**src/dtbcc_consts.svh**
```systemverilog
// Register offsets, field positions, reset values and the load mask
`ifndef DTBCC_CONSTS_SVH
`define DTBCC_CONSTS_SVH
`define DTBCC_ADDR_W 4
`define DTBCC_OFS_CTRL 4'h0
`define DTBCC_OFS_CODE_HI 4'h1
`define DTBCC_OFS_CODE_LO 4'h2
`define DTBCC_OFS_LOAD 4'h3
`define DTBCC_OFS_STATUS 4'h4
`define DTBCC_OFS_PIN_IN 4'h5
`define DTBCC_BIT_EN 7
`define DTBCC_BIT_FM 6
`define DTBCC_BIT_OE1 5
`define DTBCC_BIT_OE2 4
`define DTBCC_PSS_HI 3
`define DTBCC_PSS_LO 2
`define DTBCC_NSS_HI 1
`define DTBCC_NSS_LO 0
`define DTBCC_CTRL_RST 8'h00
`define DTBCC_CODE_RST 10'h000
`define DTBCC_LOAD_MASK 8'h33
`define DTBCC_CODE_W 10
`endif

```
**src/dtbcc_pkg.sv**
```systemverilog
// Types shared by the converter control block
package dtbcc_pkg;
  typedef enum logic [1:0] {
    DTBCC_PSS_SUPPLY,
    DTBCC_PSS_EXT0,
    DTBCC_PSS_FIXED,
    DTBCC_PSS_EXT1
  } dtbcc_pss_t;
  typedef enum logic [1:0] {
    DTBCC_NSS_GND,
    DTBCC_NSS_EXT0,
    DTBCC_NSS_EXT1,
    DTBCC_NSS_RSVD
  } dtbcc_nss_t;
  typedef enum logic [1:0] {
    DTBCC_BUS_IDLE,
    DTBCC_BUS_ACK
  } dtbcc_bus_t;
endpackage : dtbcc_pkg

```
**src/dtbcc_channel.sv**
```systemverilog
// One converter instance: control byte, code bytes and active code buffer
`timescale 1ns/1ps
`include "dtbcc_consts.svh"
module dtbcc_channel
  import dtbcc_pkg::*;
#(
  parameter bit HAS_EXT1 = 1'b0
) (
  input wire logic clk,
  input wire logic srst,
  input wire logic ce,
  input wire logic wr_ctrl,
  input wire logic wr_hi,
  input wire logic wr_lo,
  input wire logic [7:0] wdata,
  input wire logic load,
  output logic [7:0] ctrl_q,
  output logic [7:0] hi_rd,
  output logic [7:0] lo_rd,
  output logic [9:0] code_q,
  output logic src_valid
);
  logic [9:0] stage_q;
  logic fm;
  dtbcc_pss_t pss;
  dtbcc_nss_t nss;

  assign fm = ctrl_q[`DTBCC_BIT_FM];
  assign pss = dtbcc_pss_t'(ctrl_q[`DTBCC_PSS_HI:`DTBCC_PSS_LO]);
  assign nss = dtbcc_nss_t'(ctrl_q[`DTBCC_NSS_HI:`DTBCC_NSS_LO]);

  // Sleep wake has no path here, so only reset and control writes touch the byte
  always_ff @(posedge clk) begin
    if (srst) begin
      ctrl_q <= `DTBCC_CTRL_RST;
    end else if (ce && wr_ctrl) begin
      ctrl_q <= wdata;
    end
  end

  // Staged code is kept as 10 bits; the byte views depend on the format
  always_ff @(posedge clk) begin
    if (srst) begin
      stage_q <= `DTBCC_CODE_RST;
    end else if (ce) begin
      if (wr_hi) begin
        if (fm) begin
          stage_q[9:2] <= wdata;
        end else begin
          stage_q[9:8] <= wdata[1:0];
        end
      end
      if (wr_lo) begin
        if (fm) begin
          stage_q[1:0] <= wdata[7:6];
        end else begin
          stage_q[7:0] <= wdata;
        end
      end
    end
  end

  // Staged writes never reach the converter until a load
  always_ff @(posedge clk) begin
    if (srst) begin
      code_q <= `DTBCC_CODE_RST;
    end else if (ce && load) begin
      code_q <= stage_q;
    end
  end

  always_comb begin
    if (fm) begin
      hi_rd = stage_q[9:2];
      lo_rd = {stage_q[1:0], 6'h00};
    end else begin
      hi_rd = {6'h00, stage_q[9:8]};
      lo_rd = stage_q[7:0];
    end
  end

  // Reserved source codes flag an unusable ladder configuration
  always_comb begin
    src_valid = 1'b1;
    case (pss)
      DTBCC_PSS_EXT1: src_valid = HAS_EXT1;
      default: src_valid = 1'b1;
    endcase
    case (nss)
      DTBCC_NSS_EXT1: src_valid = src_valid & HAS_EXT1;
      DTBCC_NSS_RSVD: src_valid = 1'b0;
      default: src_valid = src_valid;
    endcase
  end
endmodule : dtbcc_channel

```
**src/dtbcc_top.sv**
```systemverilog
// Avalon-MM register block controlling four 10-bit converter instances
// Overview of operation
// - Hold a 10-bit code, 1024 levels
// - Converter runs only while bit 7 set
// - Bit 6 picks left or right justification
// - Left: high byte 9:2, low 7:6
// - Right: low byte 7:0, high 1:0
// - Code byte writes do not change output
// - Load bit copies all ten bits together
// - Bit 5 routes voltage to pin one
// - Bit 4 routes voltage to pin two
// - Routed pin loses digital drive and input
// - Routed pin reads as zero digitally
// - Positive source decode, ext1 on 2/3 only
// - Negative source decode, 11 reserved
// - Sleep wake keeps control byte unchanged
// - Reset disables, removes pins, clears code
// - Internal consumers always see the voltage
// - Self-clearing load bits 0,1,4,5 per instance
//
// The register offsets and register access over Avalon-MM were decided locally.
`timescale 1ns/1ps
`include "dtbcc_consts.svh"
module dtbcc_top
  import dtbcc_pkg::*;
#(
  parameter int NCH = 4
) (
  input wire logic CLK_SYS,
  input wire logic SRST,
  input wire logic CE,
  input wire logic [5:0] AVS_ADDRESS,
  input wire logic AVS_READ,
  input wire logic AVS_WRITE,
  input wire logic [31:0] AVS_WRITEDATA,
  input wire logic [3:0] AVS_BYTEENABLE,
  output logic [31:0] AVS_READDATA,
  output logic AVS_WAITREQUEST,
  input wire logic [NCH-1:0] PIN_ONE_IN,
  input wire logic [NCH-1:0] PIN_TWO_IN,
  input wire logic [NCH-1:0] PIN_ONE_DIG_OE,
  input wire logic [NCH-1:0] PIN_TWO_DIG_OE,
  output logic [NCH*10-1:0] ACTIVE_CODE,
  output logic [NCH*10-1:0] INTERNAL_CODE,
  output logic [NCH-1:0] CONVERTER_ENABLE,
  output logic [NCH-1:0] ANALOG_OUT_PIN_ONE,
  output logic [NCH-1:0] ANALOG_OUT_PIN_TWO,
  output logic [NCH-1:0] PIN_ONE_DRIVE_OE,
  output logic [NCH-1:0] PIN_TWO_DRIVE_OE,
  output logic [NCH-1:0] PIN_ONE_INPUT_EN,
  output logic [NCH-1:0] PIN_TWO_INPUT_EN,
  output logic [NCH*2-1:0] POSITIVE_SOURCE_SELECT,
  output logic [NCH*2-1:0] NEGATIVE_SOURCE_SELECT,
  output logic [NCH-1:0] SOURCE_VALID
);
  // Load bit position of each instance in the shared transfer register
  localparam int LOAD_POS [4] = '{0, 1, 4, 5};

  dtbcc_bus_t bus_q;
  logic [`DTBCC_ADDR_W-1:0] reg_ofs;
  logic [1:0] ch_sel;
  logic acc_wr;
  logic acc_rd;
  logic [7:0] wbyte;
  logic [7:0] load_q;
  logic [NCH-1:0] load_pulse;
  logic [NCH-1:0] p1_s1_q;
  logic [NCH-1:0] p1_s2_q;
  logic [NCH-1:0] p2_s1_q;
  logic [NCH-1:0] p2_s2_q;
  logic [7:0] ctrl_w [NCH];
  logic [7:0] hi_w [NCH];
  logic [7:0] lo_w [NCH];
  logic [9:0] code_w [NCH];
  logic [NCH-1:0] srcv_w;
  logic [7:0] rd_byte;
  logic [7:0] pin_rd;
  logic rd_hit;

  // Channel number in the upper address bits, register in the lower four
  assign reg_ofs = AVS_ADDRESS[3:0];
  assign ch_sel = AVS_ADDRESS[5:4];
  assign wbyte = AVS_WRITEDATA[7:0];

  // Accesses complete in the cycle after they appear
  assign acc_wr = CE && AVS_WRITE && (bus_q == DTBCC_BUS_IDLE) && AVS_BYTEENABLE[0];
  assign acc_rd = CE && AVS_READ && (bus_q == DTBCC_BUS_IDLE);

  always_ff @(posedge CLK_SYS) begin
    if (SRST) begin
      bus_q <= DTBCC_BUS_IDLE;
    end else if (CE) begin
      case (bus_q)
        DTBCC_BUS_IDLE: begin
          if (AVS_READ || AVS_WRITE) begin
            bus_q <= DTBCC_BUS_ACK;
          end
        end
        DTBCC_BUS_ACK: bus_q <= DTBCC_BUS_IDLE;
        default: bus_q <= DTBCC_BUS_IDLE;
      endcase
    end
  end

  always_ff @(posedge CLK_SYS) begin
    if (SRST) begin
      AVS_WAITREQUEST <= 1'b1;
    end else if (CE) begin
      AVS_WAITREQUEST <= !((bus_q == DTBCC_BUS_IDLE) && (AVS_READ || AVS_WRITE));
    end
  end

  // Load bits clear the cycle after the transfer, so they read back as zero
  always_ff @(posedge CLK_SYS) begin
    if (SRST) begin
      load_q <= 8'h00;
    end else if (CE) begin
      if (acc_wr && reg_ofs == `DTBCC_OFS_LOAD) begin
        load_q <= wbyte & `DTBCC_LOAD_MASK;
      end else begin
        load_q <= 8'h00;
      end
    end
  end

  // Digital pin inputs come from outside, two stages before use
  always_ff @(posedge CLK_SYS) begin
    if (SRST) begin
      p1_s1_q <= '0;
      p1_s2_q <= '0;
      p2_s1_q <= '0;
      p2_s2_q <= '0;
    end else if (CE) begin
      p1_s1_q <= PIN_ONE_IN;
      p1_s2_q <= p1_s1_q;
      p2_s1_q <= PIN_TWO_IN;
      p2_s2_q <= p2_s1_q;
    end
  end

  for (genvar i = 0; i < NCH; i++) begin : g_ch
    logic sel;
    assign sel = (ch_sel == 2'(i));
    assign load_pulse[i] = load_q[LOAD_POS[i]];
    dtbcc_channel #(
      .HAS_EXT1(i >= 2)
    ) u_ch (
      .clk(CLK_SYS),
      .srst(SRST),
      .ce(CE),
      .wr_ctrl(acc_wr && sel && reg_ofs == `DTBCC_OFS_CTRL),
      .wr_hi(acc_wr && sel && reg_ofs == `DTBCC_OFS_CODE_HI),
      .wr_lo(acc_wr && sel && reg_ofs == `DTBCC_OFS_CODE_LO),
      .wdata(wbyte),
      .load(load_pulse[i]),
      .ctrl_q(ctrl_w[i]),
      .hi_rd(hi_w[i]),
      .lo_rd(lo_w[i]),
      .code_q(code_w[i]),
      .src_valid(srcv_w[i])
    );

    always_ff @(posedge CLK_SYS) begin
      if (SRST) begin
        ACTIVE_CODE[i*10 +: 10] <= `DTBCC_CODE_RST;
        INTERNAL_CODE[i*10 +: 10] <= `DTBCC_CODE_RST;
        CONVERTER_ENABLE[i] <= 1'b0;
        ANALOG_OUT_PIN_ONE[i] <= 1'b0;
        ANALOG_OUT_PIN_TWO[i] <= 1'b0;
        PIN_ONE_DRIVE_OE[i] <= 1'b0;
        PIN_TWO_DRIVE_OE[i] <= 1'b0;
        PIN_ONE_INPUT_EN[i] <= 1'b0;
        PIN_TWO_INPUT_EN[i] <= 1'b0;
        POSITIVE_SOURCE_SELECT[i*2 +: 2] <= 2'h0;
        NEGATIVE_SOURCE_SELECT[i*2 +: 2] <= 2'h0;
        SOURCE_VALID[i] <= 1'b1;
      end else if (CE) begin
        ACTIVE_CODE[i*10 +: 10] <= code_w[i];
        // Internal consumers are fed regardless of pin routing
        INTERNAL_CODE[i*10 +: 10] <= code_w[i];
        CONVERTER_ENABLE[i] <= ctrl_w[i][`DTBCC_BIT_EN];
        ANALOG_OUT_PIN_ONE[i] <= ctrl_w[i][`DTBCC_BIT_EN] & ctrl_w[i][`DTBCC_BIT_OE1];
        ANALOG_OUT_PIN_TWO[i] <= ctrl_w[i][`DTBCC_BIT_EN] & ctrl_w[i][`DTBCC_BIT_OE2];
        PIN_ONE_DRIVE_OE[i] <= PIN_ONE_DIG_OE[i] & ~ctrl_w[i][`DTBCC_BIT_OE1];
        PIN_TWO_DRIVE_OE[i] <= PIN_TWO_DIG_OE[i] & ~ctrl_w[i][`DTBCC_BIT_OE2];
        PIN_ONE_INPUT_EN[i] <= ~ctrl_w[i][`DTBCC_BIT_OE1];
        PIN_TWO_INPUT_EN[i] <= ~ctrl_w[i][`DTBCC_BIT_OE2];
        POSITIVE_SOURCE_SELECT[i*2 +: 2] <= ctrl_w[i][`DTBCC_PSS_HI:`DTBCC_PSS_LO];
        NEGATIVE_SOURCE_SELECT[i*2 +: 2] <= ctrl_w[i][`DTBCC_NSS_HI:`DTBCC_NSS_LO];
        SOURCE_VALID[i] <= srcv_w[i];
      end
    end
  end

  // Pin read: bit 0 pin one, bit 1 pin two, zero when routed to analog
  always_comb begin
    pin_rd = 8'h00;
    pin_rd[0] = p1_s2_q[ch_sel] & ~ctrl_w[ch_sel][`DTBCC_BIT_OE1];
    pin_rd[1] = p2_s2_q[ch_sel] & ~ctrl_w[ch_sel][`DTBCC_BIT_OE2];
  end

  always_comb begin
    rd_byte = 8'h00;
    rd_hit = 1'b1;
    case (reg_ofs)
      `DTBCC_OFS_CTRL: rd_byte = ctrl_w[ch_sel];
      `DTBCC_OFS_CODE_HI: rd_byte = hi_w[ch_sel];
      `DTBCC_OFS_CODE_LO: rd_byte = lo_w[ch_sel];
      `DTBCC_OFS_LOAD: rd_byte = load_q;
      `DTBCC_OFS_STATUS: rd_byte = {5'h00, srcv_w[ch_sel], code_w[ch_sel][9:8]};
      `DTBCC_OFS_PIN_IN: rd_byte = pin_rd;
      default: rd_hit = 1'b0;
    endcase
  end

  // Unmapped offsets read as zero and writes to them are dropped
  always_ff @(posedge CLK_SYS) begin
    if (SRST) begin
      AVS_READDATA <= 32'h00000000;
    end else if (acc_rd) begin
      AVS_READDATA <= rd_hit ? {24'h000000, rd_byte} : 32'h00000000;
    end
  end
endmodule : dtbcc_top

```
**config.mk**
```make
export PLATFORM = sky130hd
export DESIGN_NAME = dtbcc_top
export DESIGN_NICKNAME = d
export VERILOG_FILES = /design/src/dtbcc_pkg.sv /design/src/dtbcc_channel.sv /design/src/dtbcc_top.sv
export VERILOG_INCLUDE_DIRS = /design/src
export SDC_FILE = /design/constraint.sdc
export NUM_CORES = 1
export LEC_CHECK = 0
export BUFFER_PORTS_ARGS = -buffer_cell sky130_fd_sc_hd__buf_2
export CORE_MARGIN = 5
export CORE_UTILIZATION = 50
export CTS_CLUSTER_DIAMETER = 200
export DETAILED_ROUTE_END_ITERATION = 16
export HOLD_SLACK_MARGIN = 0.03
export PLACE_DENSITY = 0.8
export SYNTH_ARGS = -nofsm -noshare
export SYNTH_HDL_FRONTEND = slang
export SYNTH_SLANG_ARGS = --single-unit
```
**constraint.sdc**
```tcl
create_clock -name CLK_SYS -period 2.2 [get_ports CLK_SYS]
set_input_delay 0.44 -clock CLK_SYS [delete_from_list [all_inputs] [get_ports CLK_SYS]]
set_output_delay 0.44 -clock CLK_SYS [all_outputs]
set_load 0.01 [all_outputs]
```
Yosys cells after proc, flatten, opt, wreduce, memory -nomap -nowiden
Cells that the tools add are included.
{"block": "word_totals", "ff_bits": 259, "input_bits": 63, "out_inout_bits": 161}
{"block": "classes", "n_lt_le_gt_ge": 2, "n_eq_ne": 17, "muxes": 58, "bitwise_logic": 29, "reduce_logical": 48}
{"operator": "2-to-1 mux 8 bit", "n": 19}
{"operator": "2-to-1 mux 6 bit", "n": 13}
{"operator": "binary-select mux 8 bit (select 2 bit)", "n": 3}
{"operator": "case mux 8 bit (6 select lines)", "n": 1}
{"operator": "logical AND 1 bit", "n": 31}
{"operator": "binary-select mux 10 bit (select 2 bit)", "n": 1}
{"operator": "equality test 2 bit (second input constant)", "n": 10}
{"operator": "2-to-1 mux 10 bit", "n": 2}
{"operator": "AND 1 bit", "n": 18}
{"operator": "AND reduction 2 bit", "n": 9}
{"operator": "2-to-1 mux 2 bit", "n": 6}
{"operator": "2-to-1 mux 1 bit", "n": 10}
{"operator": "inverter 1 bit", "n": 10}
{"operator": "equality test 4 x 2 -> 1 bit (second input constant)", "n": 2}
{"operator": "equality test 4 x 3 -> 1 bit (second input constant)", "n": 2}
{"operator": "binary-select mux 1 bit (select 2 bit)", "n": 3}
{"operator": "OR reduction 6 bit", "n": 1}
{"operator": "equality test 4 x 1 -> 1 bit (second input constant)", "n": 1}
{"operator": "logical NOT 2 bit", "n": 2}
{"operator": "logical NOT 4 bit", "n": 1}
{"operator": "OR reduction 2 bit", "n": 2}
{"operator": "greater-or-equal comparator 3 bit (second input constant)", "n": 1}
{"operator": "less-than comparator 2 x 3 -> 1 bit (second input constant)", "n": 1}
{"operator": "inverter 2 -> 3 bit", "n": 1}
{"operator": "other kinds (4)", "n": 4}

Depth between registers and ports, before layout
Gate-level depths: netlist of the first run.
{"block": "logic_depth", "depth_word": 8, "ltp_mapped": 8, "depth_no_buf": 5}

Cells and area by module
A second synthesis of the first run with hierarchy kept.
{"block": "hier_totals", "cells_unflattened": 1165, "hier_area_um2": 10667.7}
{"module": "dtbcc_top", "n_inst": 1, "cells_per_inst": 569, "area_each_um2": 5785.5}
{"module": "dtbcc_channel (g_ch[0].u_ch ...)", "n_inst": 2, "cells_per_inst": 149, "area_each_um2": 1233.7}
{"module": "dtbcc_channel (g_ch[2].u_ch ...)", "n_inst": 2, "cells_per_inst": 149, "area_each_um2": 1207.4}

Worst setup path after synthesis of the first run
Ideal clock, no wire load.
{"block": "synth_path", "kind": "input to register", "from": "input port AVS_ADDRESS[1]", "to": "register g_ch[1].u_ch.stage_q[5]", "setup_ps": 143, "arrival_ps": 1857, "required_ps": 2057, "slack_ps": 200, "cell_stages": 6, "n_path_buf": 1, "cell_sequence": "buf_2 > nor4b_4 > nand2_4 > nor3_4 > mux2i_1 > a211oi_2"}
{"block": "synth_between", "elab_chain_cells": 5}
{"element": "start: declaration", "line": "dtbcc_top.sv:32", "rtl": "input wire logic [5:0] AVS_ADDRESS,"}
{"element": "equality test 4 x 1 -> 1 bit"}
{"element": "logical AND 1 bit (no source line)"}
{"element": "2-to-1 mux 6 bit", "line": "dtbcc_channel.sv:46", "rtl": "if (wr_hi) begin"}
{"element": "2-to-1 mux 6 bit", "line": "dtbcc_channel.sv:54", "rtl": "if (fm) begin"}
{"element": "2-to-1 mux 8 bit *", "line": "dtbcc_channel.sv:53", "rtl": "if (wr_lo) begin"}
{"element": "end signal: assignment", "line": "dtbcc_channel.sv:44", "rtl": "stage_q <= `DTBCC_CODE_RST;"}
{"element": "end signal: assignment", "line": "dtbcc_channel.sv:48", "rtl": "stage_q[9:2] <= wdata;"}
{"element": "end signal: assignment", "line": "dtbcc_channel.sv:57", "rtl": "stage_q[7:0] <= wdata;"}
{"element": "end: declaration", "line": "dtbcc_channel.sv:23", "rtl": "logic [9:0] stage_q;"}
Mark *: on every way between the ends. The rest lies on a longest branch, timed or not.
A chain may end at the register's enable or synchronous reset.

Worst setup path after layout of the first run
{"block": "layout_path", "from": "register bus_q[0]", "to": "register g_ch[0].u_ch.ctrl_q[5]"}
{"block": "layout_between", "elab_chain_cells": 6}
{"element": "start: declaration", "line": "dtbcc_top.sv:59", "rtl": "dtbcc_bus_t bus_q;"}
{"element": "start signal: assignment", "line": "dtbcc_top.sv:91", "rtl": "bus_q <= DTBCC_BUS_IDLE;"}
{"element": "start signal: assignment", "line": "dtbcc_top.sv:96", "rtl": "bus_q <= DTBCC_BUS_ACK;"}
{"element": "start signal: assignment", "line": "dtbcc_top.sv:99", "rtl": "DTBCC_BUS_ACK: bus_q <= DTBCC_BUS_IDLE;"}
{"element": "logical NOT 2 bit", "line": "dtbcc_top.sv:86", "rtl": "assign acc_wr = CE && AVS_WRITE && (bus_q == DTBCC_BUS_IDLE) && AVS_BYTEENABLE[0];"}
{"element": "logical AND 1 bit (2 in a row)", "line": "dtbcc_top.sv:86"}
{"element": "logical AND 1 bit", "line": "dtbcc_top.sv:151", "rtl": ".wr_ctrl(acc_wr && sel && reg_ofs == `DTBCC_OFS_CTRL),"}
{"element": "logical AND 1 bit (no source line)"}
{"element": "logical AND 1 bit", "line": "dtbcc_channel.sv:36", "rtl": "end else if (ce && wr_ctrl) begin"}
{"element": "end signal: assignment", "line": "dtbcc_channel.sv:35", "rtl": "ctrl_q <= `DTBCC_CTRL_RST;"}
{"element": "end signal: assignment", "line": "dtbcc_channel.sv:37", "rtl": "ctrl_q <= wdata;"}
{"element": "end: declaration", "line": "dtbcc_channel.sv:17", "rtl": "output logic [7:0] ctrl_q,"}
No other way between the ends.

==> results of run 1 <==
Yosys cell counts (5+ instances only):
cell type | count | area [sq um]
nand2b_1 | 20 | 125
a31oi_1 | 5 | 31.3
nor3b_1 | 5 | 37.5
nor2_1 | 160 | 601
a22o_1 | 5 | 43.8
o21ai_0 | 10 | 50.1
nand2_1 | 140 | 526
clkbuf_1 | 65 | 244
a211oi_1 | 14 | 105
a311oi_1 | 9 | 78.8
nand3_1 | 35 | 175
mux2i_1 | 140 | 1400
nor3_1 | 19 | 95.1
nor2b_1 | 20 | 125
a22oi_1 | 8 | 60.1
a21oi_1 | 91 | 455
mux2_2 | 7 | 78.8
dfxtp_1 | 230 | 4600
a211oi_2 | 15 | 188
mux4_2 | 12 | 270
buf_4 | 66 | 495
buf_2 | 12 | 60.1
inv_1 | 13 | 48.8
nand3b_1 | 5 | 37.5
buf_1 | 10 | 37.5
worst paths after layout:
check	startpoint	end	slack, ns	cells after the start
hold / removal	PIN_TWO_IN[1]	p2_s1_q[1]	0.16	3
setup / recovery	bus_q[0]	g_ch[0].u_ch.ctrl_q[5]	0.26	5
hold reg to reg	g_ch[2].u_ch.code_q[1]	g_ch[2].u_ch.code_q[1]	0.46	2
setup reg to reg	bus_q[0]	g_ch[0].u_ch.ctrl_q[5]	0.26	5
registers in the layout (all words and copies together) (netlist names), 8 cells and up:
signal and count:
INTERNAL_CODE 40, g_ch.u_ch.code_q 40, g_ch.u_ch.stage_q 40, g_ch.u_ch.ctrl_q 32, AVS_READDATA 8, NEGATIVE_SOURCE_SELECT 8, POSITIVE_SOURCE_SELECT 8
layout make-up:
class | count | area [sq um] | share of cell area [%]
Clock inverter | 8 | 100 | 0.802
Timing Repair Buffer | 251 | 1570 | 12.6
Multi-Input combinational cell | 806 | 5150 | 41.3
Tap cell | 275 | 344 | 2.76
Clock buffer | 32 | 659 | 5.28
Sequential cell | 230 | 4600 | 36.9
Inverter | 13 | 48.8 | 0.391
power groups by stage:
stage	clock network, mW	registers (mW)	logic [mW]
3_5_place_dp	0	4.32	0.615
6_report	3.93	4.23	0.622
5_1_grt	4.21	4.23	0.664
3_3_place_gp	0	4.32	0.605
2_1_floorplan	0	4.33	0.399
4_1_cts	3.98	4.23	0.617
metal layers:
layer,wire (microns),GRT usage [%],vias to the layer above
met4,1010,8.09,0
met5,0,0,-
met1,14100,36.6,4247
met2,14100,38.8,366
met3,2150,3.34,62
li1,-,-,4297
cell families after synthesis:
| family | count (synthesis) | share of synthesized area (%) |
|---|---|---|
| DFF | 230 | 43.5 |
| muxes | 159 | 16.5 |
| and+or+nand+nor | 435 | 19.2 |
| buffers and inverters | 168 | 8.59 |
| other | 1 | 0.0354 |
| AOI/OAI and AO/OA | 188 | 12.1 |
through the flow:
stage / total power [mW] / cell area (sq um) / TNS, ns / utilization (%)
after floorplan: 4.73 / 10700 / 0 / -
after global placement: 4.92 / 11700 / -0.327 / 55.9
after detailed placement: 4.94 / 11700 / -0.537 / 55.9
after CTS: 8.83 / 12500 / 0 / 59.5
after global routing: 9.10 / 12500 / 0 / 59.5
final: 8.78 / 12500 / 0 / 59.5
worst max-delay path, delay by kind of cell (launching register included):
family	cells	cell delay, ns
flops	1	0.34
simple gates	4	1.39
compound gates	1	0.08
==> summary.md, run 1 <==
| Metric | Value |
|---|---|
| Post-place setup slack | -0.136 ns |
| Input/output buffers | 172 |
| Most frequent cells in the layout | 230 x dfxtp_1, 170 x buf_2, 160 x nor2_1, 140 x mux2i_1, 140 x nand2_1 |
| CTS Buf Count | 23 |
| CP max-delay cell | nand4b_1 |
| Arrival @ worst endpoint | 2.32 ns |
| Die area | 24,200 sq um |
| H-tree levels | 1 |
| Final critical-path share of the clock period | 88.2% |
| Post-synth ARST share | 0% |
| P_sw | 2.02 mW |
| Fraction of layout instances using a drive strength above 1 | 25.1% |
| Seq pwr share | 48.2% |
| Total gr overflow | 0 |
| Cell Rows | 53 |
| Nets | 1,388 |
| Final hold vios | 0 |
| Yosys cell types | 55 |
| Die height | 155 microns |
| Min-delay worst type | in2reg |
| Synth warnings | 0 |
| Leakage | 5.03 nW |
| Combinational share of power | 7.1% |
| Slew @ Worst Pin | 0.702 ns |
| Main synth FF type | dfxtp_1 |
| CTS hold repair buffers | 0 |
| Initial DRC count | 676 |
| Seq cells post-synth | 230 |
| Setup crit start kind | flop |
| Clock power frac | 44.8% |
| Core Area | 21,000 sq um |
| First-pass GRT wire length | 48.5 mm |
| Setup Skew | 0.0196 ns |
| Largest stage delay, worst path | 0.53 ns |
| Effective utilization at floorplan | 50.5% |
| Inst Count DP | 1,575 |
| Total GRT Usage | 25.2% |
| RSZ-0062 raised after global routing | false |
| Most common cell after layout, fill and taps aside | dfxtp_1 |
| TritonRoute pass-1 iters | 6 |
| Fmax | 515 MHz |
| Post-CTS setup buffers | 0 |
| Maxcap violations | 0 |
| Max clock buf depth | 3 |
| Post-synth EDFFs | 0 |
| Crit path cell chain | nand4b_1 -> nor2_1 -> nand2_1 -> nand2_1 -> a21oi_1 |
| PD cells | 704 nW/um^2 |
| N_diodes | 0 |
| WL final | 31.4 mm |
| Area Overhead vs Synth | 17.9% |
| Post_cts resized | 0 |
| Critical path class | reg2reg |
| Internal | 6.76 mW |
| Worst-path fanout max | 8 |
| Worst Setup End Kind | flop |
| Finished Layout Cells | 1,615 |
| Clock latency on the worst-skew pair | 0.52 ns |
| Chip width | 155 microns |
| Post-Syn Area per Cell | 8.96 sq um |
| Root Driver | clkbuf_16 |
| Final WS setup | 0.260 ns |
| Initial antenna violation count | 0 |
| Fillers | 1,840 |
| Final Wtd Congestion | 0.958 |
| Data required time of the worst path | 2.58 ns |
| Fin crit period | 1.94 ns |
| Net Sw Frac | 23.0% |
| CTS tree | yes |
| CTS sink cnt | 230 |
| Routed length per instance | 19.4 microns |
| Worst vdd ir | 0.481 mV |
| Via count | 8,972 |
| Detailed Place HPWL | 22.8 mm |
| Post-synthesis sequential area ratio | 43.5% |
| Vias/cell | 5.56 |
| ANT nets after route | 0 |
| Worst-path clk slew | 0.07 ns |
| Slew Viols, Final | 0 |
| Synth Cell Area | 10,600 sq um |
| Final setup viols | 0 |
| Vias in the first global route | 8,416 |
| Pin count of the biggest net entering global routing | 124 |
| Cell count after synthesis | 1,181 |
| Number of remaining DRC errors | 0 |
| Top cell by count, worst path | nand2_1 |
| Max-Slew Margin vs Limit | 53.2% |
| I/O pin count | 224 |
| Worst hold margin | 0.156 ns |
| Status | finished, final reports clean |
No activity file was read; power rests on OpenSTA's default activity.
==> run 2: changes to the inputs <==
--- a/config.mk
+++ b/config.mk
@@ -6,13 +6,14 @@
 export SDC_FILE = /design/constraint.sdc
 export NUM_CORES = 1
 export LEC_CHECK = 0
-export BUFFER_PORTS_ARGS = -buffer_cell sky130_fd_sc_hd__buf_2
 export CORE_MARGIN = 5
 export CORE_UTILIZATION = 50
 export CTS_CLUSTER_DIAMETER = 200
 export DETAILED_ROUTE_END_ITERATION = 16
+export DONT_BUFFER_PORTS = 1
 export HOLD_SLACK_MARGIN = 0.03
-export PLACE_DENSITY = 0.8
+export PLACE_DENSITY = 0.71
+export SLEW_MARGIN = 20
 export SYNTH_ARGS = -nofsm -noshare
 export SYNTH_HDL_FRONTEND = slang
 export SYNTH_SLANG_ARGS = --single-unit
==> run 2 against run 1 <==
  * Clock skew fell by 0.0073 ns
  * Final cell count fell by 11%
  * Sequential power about the same
  * Clock power shrank 2%
  * Fmax decreased by 3.5%
  * Utilization shrank 4.7 points
  * Die area unchanged
  * Setup slack got worse by 0.071 ns
  * Sequential cell count unchanged
  * First-iteration DRC count rose by 5.9%
  * Highest routed layer unchanged
==> summary.md, run 2 (same netlist as run 1, synthesis figures left out) <==
| Metric | Value |
|---|---|
| Post-CTS setup buffers | 0 (unchanged) |
| Max clock buf depth | 3 (unchanged) |
| Arrival @ worst endpoint | 2.45 ns (was 2.32 ns) |
| Clock latency on the worst-skew pair | 0.52 ns (about the same) |
| Total gr overflow | 0 (unchanged) |
| Final hold vios | 0 (unchanged) |
| Effective utilization at floorplan | 50.5% (unchanged) |
| TritonRoute pass-1 iters | 5 (was 6) |
| Via count | 8,268 (was 8,972) |
| Most common cell after layout, fill and taps aside | dfxtp_1 (unchanged) |
| Routed length per instance | 20.9 microns (was 19.4 microns) |
| Vias in the first global route | 7,711 (was 8,416) |
| Fraction of layout instances using a drive strength above 1 | 9.33% (was 25.1%) |
| Cell Rows | 53 (unchanged) |
| Number of remaining DRC errors | 0 (unchanged) |
| CTS Buf Count | 24 (was 23) |
| Worst-path clk slew | 0.07 ns (about the same) |
| Chip width | 155 microns (unchanged) |
| Detailed Place HPWL | 19.3 mm (was 22.8 mm) |
| Data required time of the worst path | 2.64 ns (was 2.58 ns) |
| Setup crit start kind | flop (unchanged) |
| Top Registers | INTERNAL_CODE (40), g_ch.u_ch.code_q (40), g_ch.u_ch.stage_q (40) (unchanged) |
| Leakage | 4.11 nW (was 5.03 nW) |
| Maxcap violations | 0 (unchanged) |
| Max-Slew Margin vs Limit | 27.1% (was 53.2%) |
| Min-delay worst type | in2reg (unchanged) |
| CTS tree | yes (unchanged) |
| Die area | 24,200 sq um (unchanged) |
| Fillers | 1,902 (was 1,840) |
| Worst-path fanout max | 5 (was 8) |
| WL final | 29.9 mm (was 31.4 mm) |
| DP Area | 10,300 sq um (was 11,700 sq um) |
| Setup TNS | 0 ns (unchanged) |
| Setup Skew | 0.0124 ns (was 0.0196 ns) |
| Root Driver | clkbuf_16 (unchanged) |
| Worst vdd ir | 0.498 mV (was 0.481 mV) |
| Worst Setup End Kind | flop (unchanged) |
| Status | finished, final reports clean (unchanged) |
| Slew Viols, Final | 0 (unchanged) |
| Total GRT Usage | 24.0% (was 25.2%) |
| I/O pin count | 224 (unchanged) |
| Most frequent cells in the layout | 230 x dfxtp_1, 160 x nor2_1, 140 x mux2i_1, 140 x nand2_1, 91 x a21oi_1 (was 230 x dfxtp_1, 170 x buf_2, 160 x nor2_1, 140 x mux2i_1, 140 x nand2_1) |
| Post-route cell area | 11,500 sq um (was 12,500 sq um) |
| Area Overhead vs Synth | 8.63% (was 17.9%) |
| Nets | 1,203 (was 1,388) |
| CTS sink cnt | 230 (unchanged) |
| Die height | 155 microns (unchanged) |
| Input/output buffers | 0 (was 172) |
| N_diodes | 0 (unchanged) |
| Final setup viols | 0 (unchanged) |
| RSZ-0062 raised after global routing | false (unchanged) |
| Initial DRC count | 716 (was 676) |
| Initial antenna violation count | 0 (unchanged) |
| H-tree levels | 1 (unchanged) |
| Final critical-path share of the clock period | 91.4% (was 88.2%) |
| ANT nets after route | 0 (unchanged) |
| Fmax | 497 MHz (was 515 MHz) |
| Final Wtd Congestion | 0.949 (was 0.958) |
| Vias/cell | 5.77 (was 5.56) |
| Fin crit period | 2.01 ns (was 1.94 ns) |
| PD cells | 734 nW/um^2 (was 704 nW/um^2) |
| First-pass GRT wire length | 46.1 mm (was 48.5 mm) |
| Pin count of the biggest net entering global routing | 147 (was 124) |
| Slew @ Worst Pin | 1.09 ns (was 0.702 ns) |
| Core Area | 21,000 sq um (unchanged) |
| Critical path class | reg2reg (unchanged) |
run 2: layout make-up:
class	count	area [sq um]	share of cell area, %
inverter	13	48.8	0.425
timing repair buffer	65	606	5.27
tap	275	344	2.99
sequential	230	4600	40.1
multi-input combinational	806	5150	44.9
clock buffer	37	681	5.92
clock inverter	6	55.1	0.479
run 2: timing repair:
| action | CTS | global route |
|---|---|---|
| hold buffers | 40 | 0 |
| resized for setup | 0 | 1 |
| setup endpoints to repair | 0 | 1 |
| endpoints found under the hold margin | 123 | 0 |
run 2: critical path: stages, from the launching register on:
cell	delay, ns
dfxtp_1	0.34
nand4b_1	0.48
nor4_1	0.73
buf_4	0.23
a21oi_1	0.06
nor2_1	0.09
run 2: report_power, final:
group,internal [mW],total (mW),switching [mW]
Clock,2.24,3.87,1.63
Combinational,0.149,0.323,0.174
Sequential,4.21,4.25,0.0410
Total,6.60,8.44,1.84
run 2: routing by layer:
| metal | global-route usage [%] | up-vias | routed length, microns |
|---|---|---|---|
| li1 | - | 3920 | - |
| met1 | 34.8 | 3962 | 13500 |
| met2 | 35.1 | 328 | 13000 |
| met3 | 5.62 | 58 | 2530 |
| met4 | 7.79 | 0 | 909 |
| met5 | 0 | - | 0 |
run 2: through the flow:
step / power, mW / hold slack, ns / setup WS, ns / std cells / utilization, %
6_report: 8.44 / 0.0725 / 0.188 / 1432 / 54.8
5_1_grt: 8.71 / 0.0367 / 0.0906 / 1432 / 54.8
4_1_cts: 8.47 / 0.0304 / 0.222 / 1432 / 54.8
3_5_place_dp: 4.60 / 0.445 / 0.140 / 1349 / 49.3
3_3_place_gp: 4.59 / 0.440 / 0.164 / 1349 / 49.3
2_1_floorplan: 4.73 / 0.436 / 0.200 / 1204 / -
run 2: path summary, 6_finish.rpt:
check | slack, ns | start | end | cells after the start
hold reg to reg | 0.46 | g_ch[0].u_ch.code_q[2] | g_ch[0].u_ch.code_q[2] | 2
hold / removal | 0.07 | SRST | p2_s2_q[3] | 1
setup / recovery | 0.19 | bus_q[0] | load_q[4] | 5
setup reg to reg | 0.19 | bus_q[0] | load_q[4] | 5
